## src/hdl/memmap_defines.svh

```systemverilog
// Constants for the system memory map decoder
`ifndef MEMMAP_DEFINES_SVH
`define MEMMAP_DEFINES_SVH

`define SYS_CLK_MHZ          200
`define FLASH_PIPE_MAX_MHZ   160
`define FLASH_NOPIPE_MAX_MHZ 36

`define READ_MODE_W          3
`define READ_MODE_RESET      3'h0
`define EXT_WIDTH_RESET      1'b0

`define EXT_BASE             32'h6000_0000
`define EXT_CS_SPAN          32'h0800_0000
`define EXT_CS_COUNT         4
`define EXT_LIMIT_16         32'h0200_0000
`define EXT_LIMIT_8          32'h0100_0000

`define OVL_BASE             32'h0400_0000
`define OVL_SIZE             32'h0040_0000

`define FLASH_BANK_SIZE      32'h0008_0000
`define FLASH_BANKS_FULL     4
`define FLASH_BANKS_HALF     2
`define FLASH_ADDR_W         21

`define FRAME_COUNT          10
`define FRAME_4K             32'h0000_1000
`define FRAME_DBG_ROM_BASE   32'hFFA0_0000
`define FRAME_DMA_RAM_BASE   32'hFFF8_0000
`define FRAME_DMA_RAM_LAST   32'hFFF8_0FFF
`define FRAME_FLASH_REG_BASE 32'hFFF8_7000
`define FRAME_FLASH_REG_LAST 32'hFFF8_7FFF
`define FRAME_CENTRAL_BASE   32'hFFFF_E000
`define FRAME_CENTRAL_LAST   32'hFFFF_E0FF
`define FRAME_ERRSIG_BASE    32'hFFFF_F500
`define FRAME_ERRSIG_LAST    32'hFFFF_F5FF
`define FRAME_TICK_BASE      32'hFFFF_FC00
`define FRAME_TICK_LAST      32'hFFFF_FCFF

`define TGT_FLASH            0
`define TGT_EXT              1
`define TGT_FRAME0           2
`define TGT_W                12

`endif

```

## src/hdl/memmap_pkg.sv

```systemverilog
// Types shared by the memory map decoder
package memmap_pkg;
    typedef enum logic [3:0] {
        ST_IDLE  = 4'h1,
        ST_FETCH = 4'h2,
        ST_RESP  = 4'h4,
        ST_BEAT2 = 4'h8
    } state_t;

    typedef enum logic [1:0] {
        CMD_READ    = 2'h0,
        CMD_WRITE   = 2'h1,
        CMD_PROGRAM = 2'h2,
        CMD_ERASE   = 2'h3
    } cmd_t;

    typedef enum logic [1:0] {
        SZ_BYTE  = 2'h0,
        SZ_HALF  = 2'h1,
        SZ_WORD  = 2'h2,
        SZ_DWORD = 2'h3
    } size_t;
endpackage

```

## src/hdl/flash_sector_decode.sv

```systemverilog
// Flash bank and sector decode
`timescale 1ns/1ps
`include "memmap_defines.svh"
module flash_sector_decode (
    // Flash-relative address
    input  wire logic [`FLASH_ADDR_W-1:0] addr,
    // Sector location
    output logic      [1:0]               bank,
    output logic      [3:0]               sector,
    output logic      [4:0]               index,
    output logic      [`FLASH_ADDR_W-1:0] base
);
    always_comb begin
        bank = addr[20:19];
        if (addr[20:19] != 2'h0) begin
            // Upper banks: four equal 128K sectors each
            sector = {2'h0, addr[18:17]};
            base   = {addr[20:17], 17'h0};
            index  = 5'(10 + 4 * (addr[20:19] - 1) + addr[18:17]);
        end else if (addr[18:15] < 4'h3) begin
            sector = {2'h0, addr[16:15]};   // 32K sectors
            base   = {addr[20:15], 15'h0};
            index  = {3'h0, addr[16:15]};
        end else if (addr[18:14] == 5'h06) begin
            sector = addr[13] ? 4'h4 : 4'h3; // 8K sectors 3 and 4
            base   = {addr[20:13], 13'h0};
            index  = addr[13] ? 5'h04 : 5'h03;
        end else if (addr[18:14] == 5'h07) begin
            sector = 4'h5;                  // 16K sector at 0x1C000
            base   = {addr[20:14], 14'h0};
            index  = 5'h05;
        end else if (!addr[18]) begin
            sector = {3'h3, addr[16]};      // 64K sectors
            base   = {addr[20:16], 16'h0};
            index  = {4'h3, addr[16]};
        end else begin
            sector = {3'h4, addr[17]};      // 128K sectors
            base   = {addr[20:17], 17'h0};
            index  = {4'h4, addr[17]};
        end
    end
endmodule // flash_sector_decode

```

## src/hdl/frame_decode.sv

```systemverilog
// Fixed system frame decode
`timescale 1ns/1ps
`include "memmap_defines.svh"
module frame_decode (
    // Bus address
    input  wire logic [31:0]             addr,
    // One bit per frame
    output logic      [`FRAME_COUNT-1:0] hit
);
    localparam logic [31:0] FB [`FRAME_COUNT] = '{
        `FRAME_DBG_ROM_BASE,
        `FRAME_DBG_ROM_BASE + `FRAME_4K,
        `FRAME_DBG_ROM_BASE + 2 * `FRAME_4K,
        `FRAME_DBG_ROM_BASE + 3 * `FRAME_4K,
        `FRAME_DBG_ROM_BASE + 4 * `FRAME_4K,
        `FRAME_DMA_RAM_BASE, `FRAME_FLASH_REG_BASE,
        `FRAME_CENTRAL_BASE, `FRAME_ERRSIG_BASE, `FRAME_TICK_BASE};
    localparam logic [31:0] FL [`FRAME_COUNT] = '{
        `FRAME_DBG_ROM_BASE + `FRAME_4K - 1,
        `FRAME_DBG_ROM_BASE + 2 * `FRAME_4K - 1,
        `FRAME_DBG_ROM_BASE + 3 * `FRAME_4K - 1,
        `FRAME_DBG_ROM_BASE + 4 * `FRAME_4K - 1,
        `FRAME_DBG_ROM_BASE + 5 * `FRAME_4K - 1,
        `FRAME_DMA_RAM_LAST, `FRAME_FLASH_REG_LAST,
        `FRAME_CENTRAL_LAST, `FRAME_ERRSIG_LAST, `FRAME_TICK_LAST};

    // Debug frames, DMA RAM, flash wrapper, central resource, error, tick
    for (genvar i = 0; i < `FRAME_COUNT; i++) begin : g_frame
        assign hit[i] = (addr >= FB[i]) && (addr <= FL[i]);
    end
endmodule // frame_decode

```

## src/hdl/system_memory_map_decoder.sv

```systemverilog
// System memory map decoder with flash read sequencing
`timescale 1ns/1ps
`include "memmap_defines.svh"
module system_memory_map_decoder #(
    parameter int CLK_MHZ    = `SYS_CLK_MHZ,
    parameter bit FULL_FLASH = 1'b1
) (
    // Clock and reset
    input  wire logic                       clk,
    input  wire logic                       resetn,
    // Configuration
    input  wire logic                       read_mode_we,
    input  wire logic [`READ_MODE_W-1:0]    read_mode_in,
    input  wire logic                       ext_width_we,
    input  wire logic                       ext_width_8_in,
    input  wire logic                       overlay_redirect,
    // Request
    input  wire logic                       req_valid,
    output logic                            req_ready,
    input  wire logic [31:0]                req_addr,
    input  wire memmap_pkg::cmd_t           req_cmd,
    input  wire memmap_pkg::size_t          req_size,
    // Response
    output logic                            resp_valid,
    output logic                            resp_last,
    output logic                            resp_error,
    output logic [`TGT_W-1:0]               resp_target,
    output logic [1:0]                      resp_ext_cs,
    output logic [31:0]                     resp_offset,
    output logic [63:0]                     resp_data,
    // Flash array
    output logic                            flash_fetch_req,
    output logic                            flash_fetch_wide,
    output logic [`FLASH_ADDR_W-1:0]        flash_fetch_addr,
    input  wire logic                       flash_fetch_valid,
    input  wire logic [127:0]               flash_fetch_data,
    output logic                            flash_prog_req,
    output logic                            flash_prog_half,
    output logic [`FLASH_ADDR_W-1:0]        flash_prog_addr,
    output logic                            flash_erase_req,
    output logic [1:0]                      flash_erase_bank,
    output logic [3:0]                      flash_erase_sector,
    output logic [`FLASH_ADDR_W-1:0]        flash_erase_base,
    // Status
    output logic [`READ_MODE_W-1:0]         flash_read_control,
    output logic                            flash_pipelined,
    output logic                            flash_rate_ok,
    output logic                            ext_width_8
);
    localparam logic [31:0] FLASH_TOP = FULL_FLASH ?
        32'(`FLASH_BANKS_FULL) * `FLASH_BANK_SIZE :
        32'(`FLASH_BANKS_HALF) * `FLASH_BANK_SIZE;

    ////////////////////////////////////////////////////////////////////////
    // Configuration state

    logic [`READ_MODE_W-1:0] read_mode_reg;
    logic                    ext_width_reg;

    always_ff @(posedge clk) begin
        if (!resetn) begin
            read_mode_reg <= `READ_MODE_RESET;
        end else if (read_mode_we) begin
            read_mode_reg <= read_mode_in;
        end
    end

    always_ff @(posedge clk) begin
        if (!resetn) begin
            ext_width_reg <= `EXT_WIDTH_RESET;
        end else if (ext_width_we) begin
            ext_width_reg <= ext_width_8_in;
        end
    end

    assign flash_read_control = read_mode_reg;
    assign flash_pipelined    = (read_mode_reg != 3'h0);
    assign ext_width_8        = ext_width_reg;
    // Clock ceiling is a build-time fact, so only the mode choice moves it
    assign flash_rate_ok = flash_pipelined ?
        (CLK_MHZ <= `FLASH_PIPE_MAX_MHZ) :
        (CLK_MHZ <= `FLASH_NOPIPE_MAX_MHZ);

    ////////////////////////////////////////////////////////////////////////
    // Address decode

    logic [`FRAME_COUNT-1:0] frame_hit;
    logic [1:0]              sec_bank;
    logic [3:0]              sec_num;
    logic [4:0]              sec_index;
    logic [`FLASH_ADDR_W-1:0] sec_base;
    logic [31:0]             ext_rel;
    logic [31:0]             ext_off;
    logic                    flash_hit;
    logic                    ovl_hit;
    logic                    ext_hit;
    logic                    ext_in_limit;
    logic                    to_ext;
    logic                    is_flash;
    logic                    bad;
    logic [`TGT_W-1:0]       tgt_next;
    logic [31:0]             off_next;
    logic [1:0]              cs_next;

    frame_decode u_frames (
        .addr (req_addr),
        .hit  (frame_hit)
    );

    flash_sector_decode u_sectors (
        .addr   (req_addr[`FLASH_ADDR_W-1:0]),
        .bank   (sec_bank),
        .sector (sec_num),
        .index  (sec_index),
        .base   (sec_base)
    );

    // Half-size parts leave banks 2 and 3 unmapped
    assign flash_hit = (req_addr < FLASH_TOP);
    assign ovl_hit   = (req_addr >= `OVL_BASE) &&
                       (req_addr < `OVL_BASE + `OVL_SIZE);
    assign ext_hit   = (req_addr >= `EXT_BASE) &&
                       (req_addr < `EXT_BASE + `EXT_CS_COUNT * `EXT_CS_SPAN);
    assign ext_rel   = req_addr - `EXT_BASE;
    assign ext_off   = ext_rel & (`EXT_CS_SPAN - 32'h1);
    // Upper part of each chip select is dead for narrow memories
    assign ext_in_limit = ext_width_reg ? (ext_off < `EXT_LIMIT_8) :
                                          (ext_off < `EXT_LIMIT_16);
    // Redirected flash reads only; program and erase stay on the array
    assign to_ext   = flash_hit && overlay_redirect &&
                      (req_cmd == memmap_pkg::CMD_READ);
    assign is_flash = flash_hit && !to_ext;

    always_comb begin
        tgt_next = '0;
        off_next = req_addr;
        cs_next  = 2'h0;
        if (ovl_hit) begin
            tgt_next[`TGT_EXT] = 1'b1;
            off_next = req_addr - `OVL_BASE;
        end else if (to_ext) begin
            tgt_next[`TGT_EXT] = 1'b1;
        end else if (ext_hit) begin
            tgt_next[`TGT_EXT] = ext_in_limit;
            off_next = ext_off;
            cs_next  = ext_rel[28:27];
        end else if (is_flash) begin
            tgt_next[`TGT_FLASH] = 1'b1;
        end else begin
            tgt_next[`TGT_W-1:`TGT_FRAME0] = frame_hit;
            off_next = req_addr & (`FRAME_4K - 32'h1);
        end
    end

    // Unmapped, beyond the width limit, or a flash command on the wrong
    // space; program size must be word or halfword
    always_comb begin
        bad = (tgt_next == '0);
        if ((req_cmd == memmap_pkg::CMD_PROGRAM) ||
            (req_cmd == memmap_pkg::CMD_ERASE)) begin
            bad = !is_flash;
        end
        if (req_cmd == memmap_pkg::CMD_PROGRAM &&
            req_size != memmap_pkg::SZ_WORD &&
            req_size != memmap_pkg::SZ_HALF) begin
            bad = 1'b1;
        end
        if (is_flash && req_cmd == memmap_pkg::CMD_WRITE) begin
            bad = 1'b1;
        end
    end

    ////////////////////////////////////////////////////////////////////////
    // Sequencer

    memmap_pkg::state_t state_reg;
    memmap_pkg::state_t state_next;
    logic               take;
    logic               fetch_next;
    logic               pipe_reg;

    assign take       = req_valid && req_ready;
    assign fetch_next = is_flash && !bad && (req_cmd == memmap_pkg::CMD_READ);

    always_comb begin
        case (state_reg)
            memmap_pkg::ST_IDLE: begin
                if (!take) begin
                    state_next = memmap_pkg::ST_IDLE;
                end else if (fetch_next) begin
                    state_next = memmap_pkg::ST_FETCH;
                end else begin
                    state_next = memmap_pkg::ST_RESP;
                end
            end
            memmap_pkg::ST_FETCH: begin
                state_next = flash_fetch_valid ? memmap_pkg::ST_RESP :
                                                 memmap_pkg::ST_FETCH;
            end
            memmap_pkg::ST_RESP: begin
                state_next = pipe_reg ? memmap_pkg::ST_BEAT2 :
                                        memmap_pkg::ST_IDLE;
            end
            default: begin
                state_next = memmap_pkg::ST_IDLE;
            end
        endcase
    end

    always_ff @(posedge clk) begin
        if (!resetn) begin
            state_reg <= memmap_pkg::ST_IDLE;
        end else begin
            state_reg <= state_next;
        end
    end

    assign req_ready       = (state_reg == memmap_pkg::ST_IDLE);
    assign resp_valid      = (state_reg == memmap_pkg::ST_RESP) ||
                             (state_reg == memmap_pkg::ST_BEAT2);
    assign resp_last       = (state_reg == memmap_pkg::ST_BEAT2) ||
                             ((state_reg == memmap_pkg::ST_RESP) && !pipe_reg);
    assign flash_fetch_req = (state_reg == memmap_pkg::ST_FETCH);

    ////////////////////////////////////////////////////////////////////////
    // Request capture

    always_ff @(posedge clk) begin
        if (!resetn) begin
            resp_error  <= 1'b0;
            resp_target <= '0;
            resp_offset <= 32'h0;
            resp_ext_cs <= 2'h0;
        end else if (take) begin
            resp_error  <= bad;
            resp_target <= bad ? '0 : tgt_next;
            resp_offset <= off_next;
            resp_ext_cs <= cs_next;
        end
    end

    // Mode is sampled per access so a change never splits a burst
    always_ff @(posedge clk) begin
        if (!resetn) begin
            pipe_reg <= 1'b0;
        end else if (take) begin
            pipe_reg <= fetch_next && flash_pipelined;
        end
    end

    always_ff @(posedge clk) begin
        if (!resetn) begin
            flash_fetch_wide <= 1'b0;
            flash_fetch_addr <= '0;
        end else if (take && fetch_next) begin
            flash_fetch_wide <= flash_pipelined;
            // Wide fetch is 16-byte aligned, narrow one 8-byte aligned
            flash_fetch_addr <= flash_pipelined ?
                {req_addr[20:4], 4'h0} : {req_addr[20:3], 3'h0};
        end
    end

    ////////////////////////////////////////////////////////////////////////
    // Read data

    logic [63:0] hold_reg;

    always_ff @(posedge clk) begin
        if (!resetn) begin
            resp_data <= 64'h0;
            hold_reg  <= 64'h0;
        end else if (flash_fetch_req && flash_fetch_valid) begin
            if (flash_fetch_wide) begin
                resp_data <= flash_fetch_data[127:64];
                hold_reg  <= flash_fetch_data[63:0];
            end else begin
                resp_data <= flash_fetch_data[63:0];
            end
        end else if (state_reg == memmap_pkg::ST_RESP && pipe_reg) begin
            resp_data <= hold_reg;
        end else if (take) begin
            resp_data <= 64'h0;
        end
    end

    ////////////////////////////////////////////////////////////////////////
    // Program and erase commands

    always_ff @(posedge clk) begin
        if (!resetn) begin
            flash_prog_req  <= 1'b0;
            flash_prog_half <= 1'b0;
            flash_prog_addr <= '0;
        end else begin
            flash_prog_req <= take && !bad &&
                              (req_cmd == memmap_pkg::CMD_PROGRAM);
            if (take) begin
                flash_prog_half <= (req_size == memmap_pkg::SZ_HALF);
                flash_prog_addr <= req_addr[`FLASH_ADDR_W-1:0];
            end
        end
    end

    // Erase always names a whole sector by its base
    always_ff @(posedge clk) begin
        if (!resetn) begin
            flash_erase_req    <= 1'b0;
            flash_erase_bank   <= 2'h0;
            flash_erase_sector <= 4'h0;
            flash_erase_base   <= '0;
        end else begin
            flash_erase_req <= take && !bad &&
                               (req_cmd == memmap_pkg::CMD_ERASE);
            if (take) begin
                flash_erase_bank   <= sec_bank;
                flash_erase_sector <= sec_num;
                flash_erase_base   <= sec_base;
            end
        end
    end
endmodule // system_memory_map_decoder

```

## config.mk

```make
export PLATFORM = sky130hd
export DESIGN_NAME = system_memory_map_decoder
export DESIGN_NICKNAME = d
export VERILOG_FILES = /design/src/hdl/memmap_pkg.sv /design/src/hdl/flash_sector_decode.sv /design/src/hdl/frame_decode.sv /design/src/hdl/system_memory_map_decoder.sv
export VERILOG_INCLUDE_DIRS = /design/src /design/src/hdl
export SDC_FILE = /design/constraint.sdc
export NUM_CORES = 1
export LEC_CHECK = 0
export ABC_AREA = 1
export BUFFER_PORTS_ARGS = -buffer_cell sky130_fd_sc_hd__buf_2
export CAP_MARGIN = 20
export CORE_UTILIZATION = 40
export CTS_CLUSTER_SIZE = 40
export DETAILED_ROUTE_END_ITERATION = 10
export PLACE_DENSITY = 0.63
export REMOVE_ABC_BUFFERS = 1
export SETUP_SLACK_MARGIN = 0.15
export SKIP_LAST_GASP = 1
export SLEW_MARGIN = 25
export SYNTH_ARGS = -nofsm -noshare
export SYNTH_HDL_FRONTEND = slang
export SYNTH_SLANG_ARGS = --single-unit
```

## constraint.sdc

```tcl
create_clock -name clk -period 3.39 [get_ports clk]
set_input_delay 0.678 -clock clk [delete_from_list [all_inputs] [get_ports clk]]
set_output_delay 0.678 -clock clk [all_outputs]
set_load 0.03 [all_outputs]
```

==> impl_metrics.yaml, run 1 <==
run_status:
  outcome: "finished clean"
critical_path:
  crit_fanout: 4
  path_cells: "nor4_1, inv_1, nand2_1, buf_2"
  crit_slowest_cell: "nor4_1"
  crit_family: "simple AND/OR/NAND/NOR gates"
  setup.worst_path.end_class: "output port"
  cp_num_buf_inv: 2
  crit_type: "reg -> out"
  cp.depth: 4
  cp-start-kind: "flop"
  ff2ff_path_depth: 9
  cp_slowest_stage_delay_ns: 0.46
  worstPathRequired_ns: 2.71
  arrival_ns: 1.81
floorplan:
  ios: 369
  fp.dieH_um: 165
  num_rows: 59
  core_area_mm2: 0.0260
  die_w_um: 165
  die_area_mm2: 0.0271
  initial_utilization_pct: 40.7
timing:
  relSlewSlack_pct: 44.0
  worst_slew_pin_slew_ns: 0.839
  setup_tns_ns: 0
  rsz0062_at_grt: "no"
  fin_crit_ns: 2.48
  layout_setup_ws_ns: 0.906
  clock_skew_ns: 0.0124
  timing.final.crit_share_pct: 73.3
  final-setup-viol-count: 0
  fmax_mhz: 403
  drv_slew: 0
  hold_viol: 0
final_layout:
  synthToLayoutAreaGrowth_pct: 25.9
  final_layout_size_suffix_gt1_share_pct: 26.2
  nNetsFinal: 1902
  layout_commonest_cell: "buf_2"
  final_cells: 2077
  layout_common_cells: "buf_2 (351), nand2_1 (324), dfxtp_1 (222)"
  num-fill-cells: 2620
route:
  avgViaCountPerCell: 5.15
  vias: 10700
  detail-route-antenna-nets: 0
  drt_iter0_drc: 712
  avgRoutedWirePerCell_um: 16.5
  routed_wl_um: 34200
  drtPass1Iterations: 5
  drc: 0
yosys:
  synth_top_area_share_pct: 42.2
  synthTopCellsByArea: "dfxtp_1 (42%), nand2_1 (12%), a21oi_1 (10%)"
  post_synth_num_cell_types: 47
  ys_seq_area_share_pct: 42.2
  ys.flop_type: "dfxtp_1"
  synth-seq-cells: 223
  synth_warnings: 0
  syn_inst: 1434
  avgSynthCellArea_um2: 7.38
  yosys.area.top_type: "dfxtp_1"
  async_flop_share_pct: 0
  synthesis.area_mm2: 0.0106
  synth-edff-count: 0
place:
  port_buffers: 351
  dp_hpwl_um: 23700
  dp_slack_ns: 0.373
  place_congestion: 0.881
  dp.cells: 2030
global_route:
  antenna_found_initial: 7
  grt_overflow: 0
  grt_max_degree: 99
  grt_util_all_layers_pct: 23.7
  grt_pass1_wl_um: 51600
  grt_pass1_vias: 9789
cts:
  clockBufferDepth: 3
  ctsHoldBuffers: 0
  htreeDepth: 1
  cts_setup_buffers: 0
  clock_latency_ns: 0.54
  clock_sinks: 223
  clk_pin_slew_ns: 0.06
  numCtsBuffers: 26
  cts_tree: "done"
  root_buffer: "clkbuf_16"
  cts_resized: 0
pwr:
  p_per_area_mw_per_mm2: 474
  ir_drop_uv: 401
  p_total_uw: 6320
  leakagePower_uw: 0.00578
job:
  drv_cap: 0
min_path:
  min_path_cells: 2
  hp-class: "in -> reg"
-- final cells by class --
class	count	area, um^2	area share (%)
Inverter	98	373	2.80
Clock buffer	37	792	5.94
Antenna cell	4	10.0	0.0751
Multi-Input combinational cell	1000	5190	38.9
Sequential cell	223	4470	33.5
Tap cell	335	419	3.15
Timing Repair Buffer	374	1980	14.9
Clock inverter	6	93.8	0.704
-- path summary, 6_finish.rpt --
path                          endpoint         start  slack, ns
setup / recovery            resp_valid  state_reg[1]       0.91
hold / removal             ext_width_8  ext_width_we       0.33
setup reg to reg  flash_fetch_addr[10]  state_reg[3]       1.19
hold reg to reg           resp_data[8]  resp_data[8]       0.46
-- stage by stage --
step           cell area [um^2]  hold slack, ns  utilization [%]
3_5_place_dp              12400           0.450             47.8
4_1_cts                   13300           0.314             51.2
2_1_floorplan             10000           0.441                -
5_1_grt                   13300           0.343             51.2
3_3_place_gp              12400           0.447             47.8
6_report                  13300           0.334             51.3
-- cell families after synthesis --
group,after synthesis,synth area share (%)
muxes,64,6.05
buffers and inverters,227,9.57
DFF,223,42.2
AOI/OAI and AO/OA,318,17.5
other,1,0.0354
and+or+nand+nor,597,24.1
adders and majority gates,4,0.473
-- metal layers --
metal | part of all wire (%) | track usage (%)
met1 | 43 | 29.7
met2 | 47 | 40.4
met3 | 7.9 | 6.33
met4 | 1.9 | 5.30
met5 | 0.12 | 0
-- cells in the mapped netlist, types with 2 or more instances --
cell       count
ha_1           4
nor2_1        99
inv_1         93
nor2_2         7
nand4_1       24
a21oi_2        8
buf_4         36
a2bb2oi_1     45
o221ai_1       2
nand3_2        3
a21oi_1      214
nor3_1        12
clkbuf_1      69
inv_2          3
a31oi_1        2
nor4_1         4
o21ai_0       29
nand3_1      107
nor3_2         2
a22oi_1        2
buf_1         16
nor2_4         2
clkinv_1       2
nand2_1      327
mux2i_1       64
buf_2          5
nand2_2        4
o211ai_1       8
dfxtp_1      223
-- power breakdown --
part / internal [uW] / switching [uW] / total, uW / leakage [uW]
Clock: 1760 / 1110 / 2870 / 0.000437
Combinational: 226 / 523 / 750 / 0.00354
Sequential: 2670 / 27.2 / 2690 / 0.00180
-- worst register-to-register path: cells and delay by family (launching register included) --
kind | cells | cell delay [ns]
compound gates | 1 | 0.19
buf+inv | 3 | 0.79
simple gates | 5 | 0.80
flops | 1 | 0.32
(Power assumes the default switching activity.)
==> inputs of run 2 (changes only) <==
--- a/config.mk
+++ b/config.mk
@@ -12,7 +12,7 @@
 export CORE_UTILIZATION = 40
 export CTS_CLUSTER_SIZE = 40
 export DETAILED_ROUTE_END_ITERATION = 10
-export PLACE_DENSITY = 0.63
+export PLACE_DENSITY = 0.66
 export REMOVE_ABC_BUFFERS = 1
 export SETUP_SLACK_MARGIN = 0.15
 export SKIP_LAST_GASP = 1
==> constraint.sdc (replaced) <==
create_clock -name clk -period 2 [get_ports clk]
set_input_delay 0.4 -clock clk [delete_from_list [all_inputs] [get_ports clk]]
set_output_delay 0.4 -clock clk [all_outputs]
set_load 0.03 [all_outputs]
==> run 2 against run 1 <==
The run now ends with negative setup slack left. Combinational power is 130% higher. Setup slack worse by 0.91 ns. Sequential cell count stayed put. Clock-buffer cell count is 1 lower. Wire length is 13% higher. Clock skew is 0.0024 ns higher. Utilization is 9.3 points higher. Largest cell class unchanged.
==> impl_metrics.yaml, run 2 (synthesis gave the netlist of run 1 again) <==
cts:
  htreeDepth: 1
  numCtsBuffers: 25
  root_buffer: "clkbuf_16"
  clk_pin_slew_ns: 0.06
  clock_sinks: 223
  clockBufferDepth: 3
  cts_tree: "done"
  clock_latency_ns: 0.52
place:
  dp.cells: 2153
  port_buffers: 351
  dp_hpwl_um: 25100
  dp_slack_ns: -0.507
  place_congestion: 0.887
run_status:
  outcome: "complete, but fails checks"
  violations: "negative setup slack"
pwr:
  leakagePower_uw: 0.00691
  p_per_area_mw_per_mm2: 699
  ir_drop_uv: 619
final_layout:
  final_cells: 2242
  synthToLayoutAreaGrowth_pct: 48.7
  seq_area_mm2: 0.00448
  num-fill-cells: 2347
  final_layout_size_suffix_gt1_share_pct: 39.6
  layout_common_cells: "buf_2 (323), nand2_1 (276), dfxtp_1 (218)"
  layout_commonest_cell: "buf_2"
  nNetsFinal: 2070
  antenna_cells: 0
  fin_util_pct: 60.6
  multi_input_area_mm2: 0.00586
route:
  routed_wl_um: 38800
  vias: 11700
  drtPass1Iterations: 5
  detail-route-antenna-nets: 0
  avgRoutedWirePerCell_um: 17.3
  drc: 0
  avgViaCountPerCell: 5.22
  drt_iter0_drc: 1086
critical_path:
  crit_type: "in -> reg"
  worstPathRequired_ns: 2.45
  setup.worst_path.end_class: "flop"
  cp-start-kind: "input pin"
  r2r_slack_ns: 0.14
  r2r-end: "flash_fetch_addr[8]"
  arrival_ns: 2.45
  ff2ff_path_depth: 11
  crit_fanout: 6
  rr_startpoint: "state_reg[3]"
global_route:
  antenna_found_initial: 3
  grt_pass1_vias: 10800
  grt_util_all_layers_pct: 25.8
  grt_max_degree: 66
  grt_pass1_wl_um: 55900
  grt_overflow: 0
floorplan:
  die_area_mm2: 0.0271
  core_area_mm2: 0.0260
  ios: 369
  fp.dieH_um: 165
  initial_utilization_pct: 40.7
  num_rows: 59
  die_w_um: 165
job:
  drv_cap: 0
timing:
  hold_viol: 0
  rsz0062_at_grt: "yes"
  drv_slew: 0
  clock_skew_ns: 0.0148
  finalHoldWorstSlack_ns: 0.0696
  layout_setup_ws_ns: -0.00120
  timing.final.crit_share_pct: 100
  final-setup-viol-count: 1
  fmax_mhz: 500
  fin_crit_ns: 2.00
  worst_slew_pin_slew_ns: 0.601
  relSlewSlack_pct: 59.9
min_path:
  whs_endpoint: "ext_width_8"
  min_from: "ext_width_we"
  min_path_cells: 2
  hp-class: "in -> reg"
## run 2: critical path, cell delays in order
cell,delay [ns]
buf_12,0.10
nand2_4,0.06
nor2_4,0.14
nand3_2,0.12
nor2_4,0.25
nand3_2,0.14
o21ai_2,0.10
nand2_1,0.10
nand2_2,0.12
nor2_4,0.04
nand3_2,0.06
nand2_2,0.06
buf_6,0.12
a21oi_4,0.21
nand4_1,0.25
a21oi_1,0.17
## run 2: stage by stage
step / TNS, ns / total power, uW / area (um^2)
global route: -0.882 / 11400 / 15700
global placement: -18.58 / 6100 / 13500
CTS: -0.00949 / 10900 / 14900
finish: -0.00120 / 11000 / 15700
detailed placement: -19.92 / 6110 / 13500
floorplan: -654.14 / 5360 / 10000
## run 2: final cells by class
cell class | count | share of cell area, %
multi-input combinational | 1000 | 37.2
sequential | 223 | 28.5
timing repair buffer | 543 | 24.0
clock buffer | 36 | 4.49
tap | 335 | 2.66
inverter | 98 | 2.48
clock inverter | 7 | 0.715
## run 2: power by group
group          internal (uW)  switching [uW]
Sequential              4520            50.6
Combinational            684            1080
Clock                   2820            1850
Total                   8020            2980
## run 2: worst max-delay path by stage
stage / endpoint / from / cells past startpoint / slack, ns
after floorplan: hold_reg[0] / flash_fetch_wide / 3 / -4.28
after global placement: flash_fetch_wide / req_addr[3] / 19 / -0.46
after detailed placement: flash_fetch_addr[18] / req_addr[26] / 17 / -0.51
after CTS: resp_last / state_reg[2] / 6 / -0.009
after global routing: flash_fetch_addr[8] / req_addr[20] / 18 / -0.09
final: resp_target[8] / req_addr[20] / 16 / -0.001
## run 2: routing by layer
metal  track usage, %  share of wire (%)  up-vias
li1                 -                  -     5668
met1             31.6                 40     5442
met2             43.2                 47      482
met3             6.28                8.2      101
met4             10.5                4.0        6
met5                0              0.085        -
## run 2: what timing repair did
item | CTS | global route
buffers inserted | 24 | 15
gates resized for setup | 108 | 179
setup endpoints to repair | 30 | 126
gates cloned | 2 | 5
pin swaps | 29 | 60
hold buffers | 0 | 0
endpoints found under the hold margin | 0 | 0
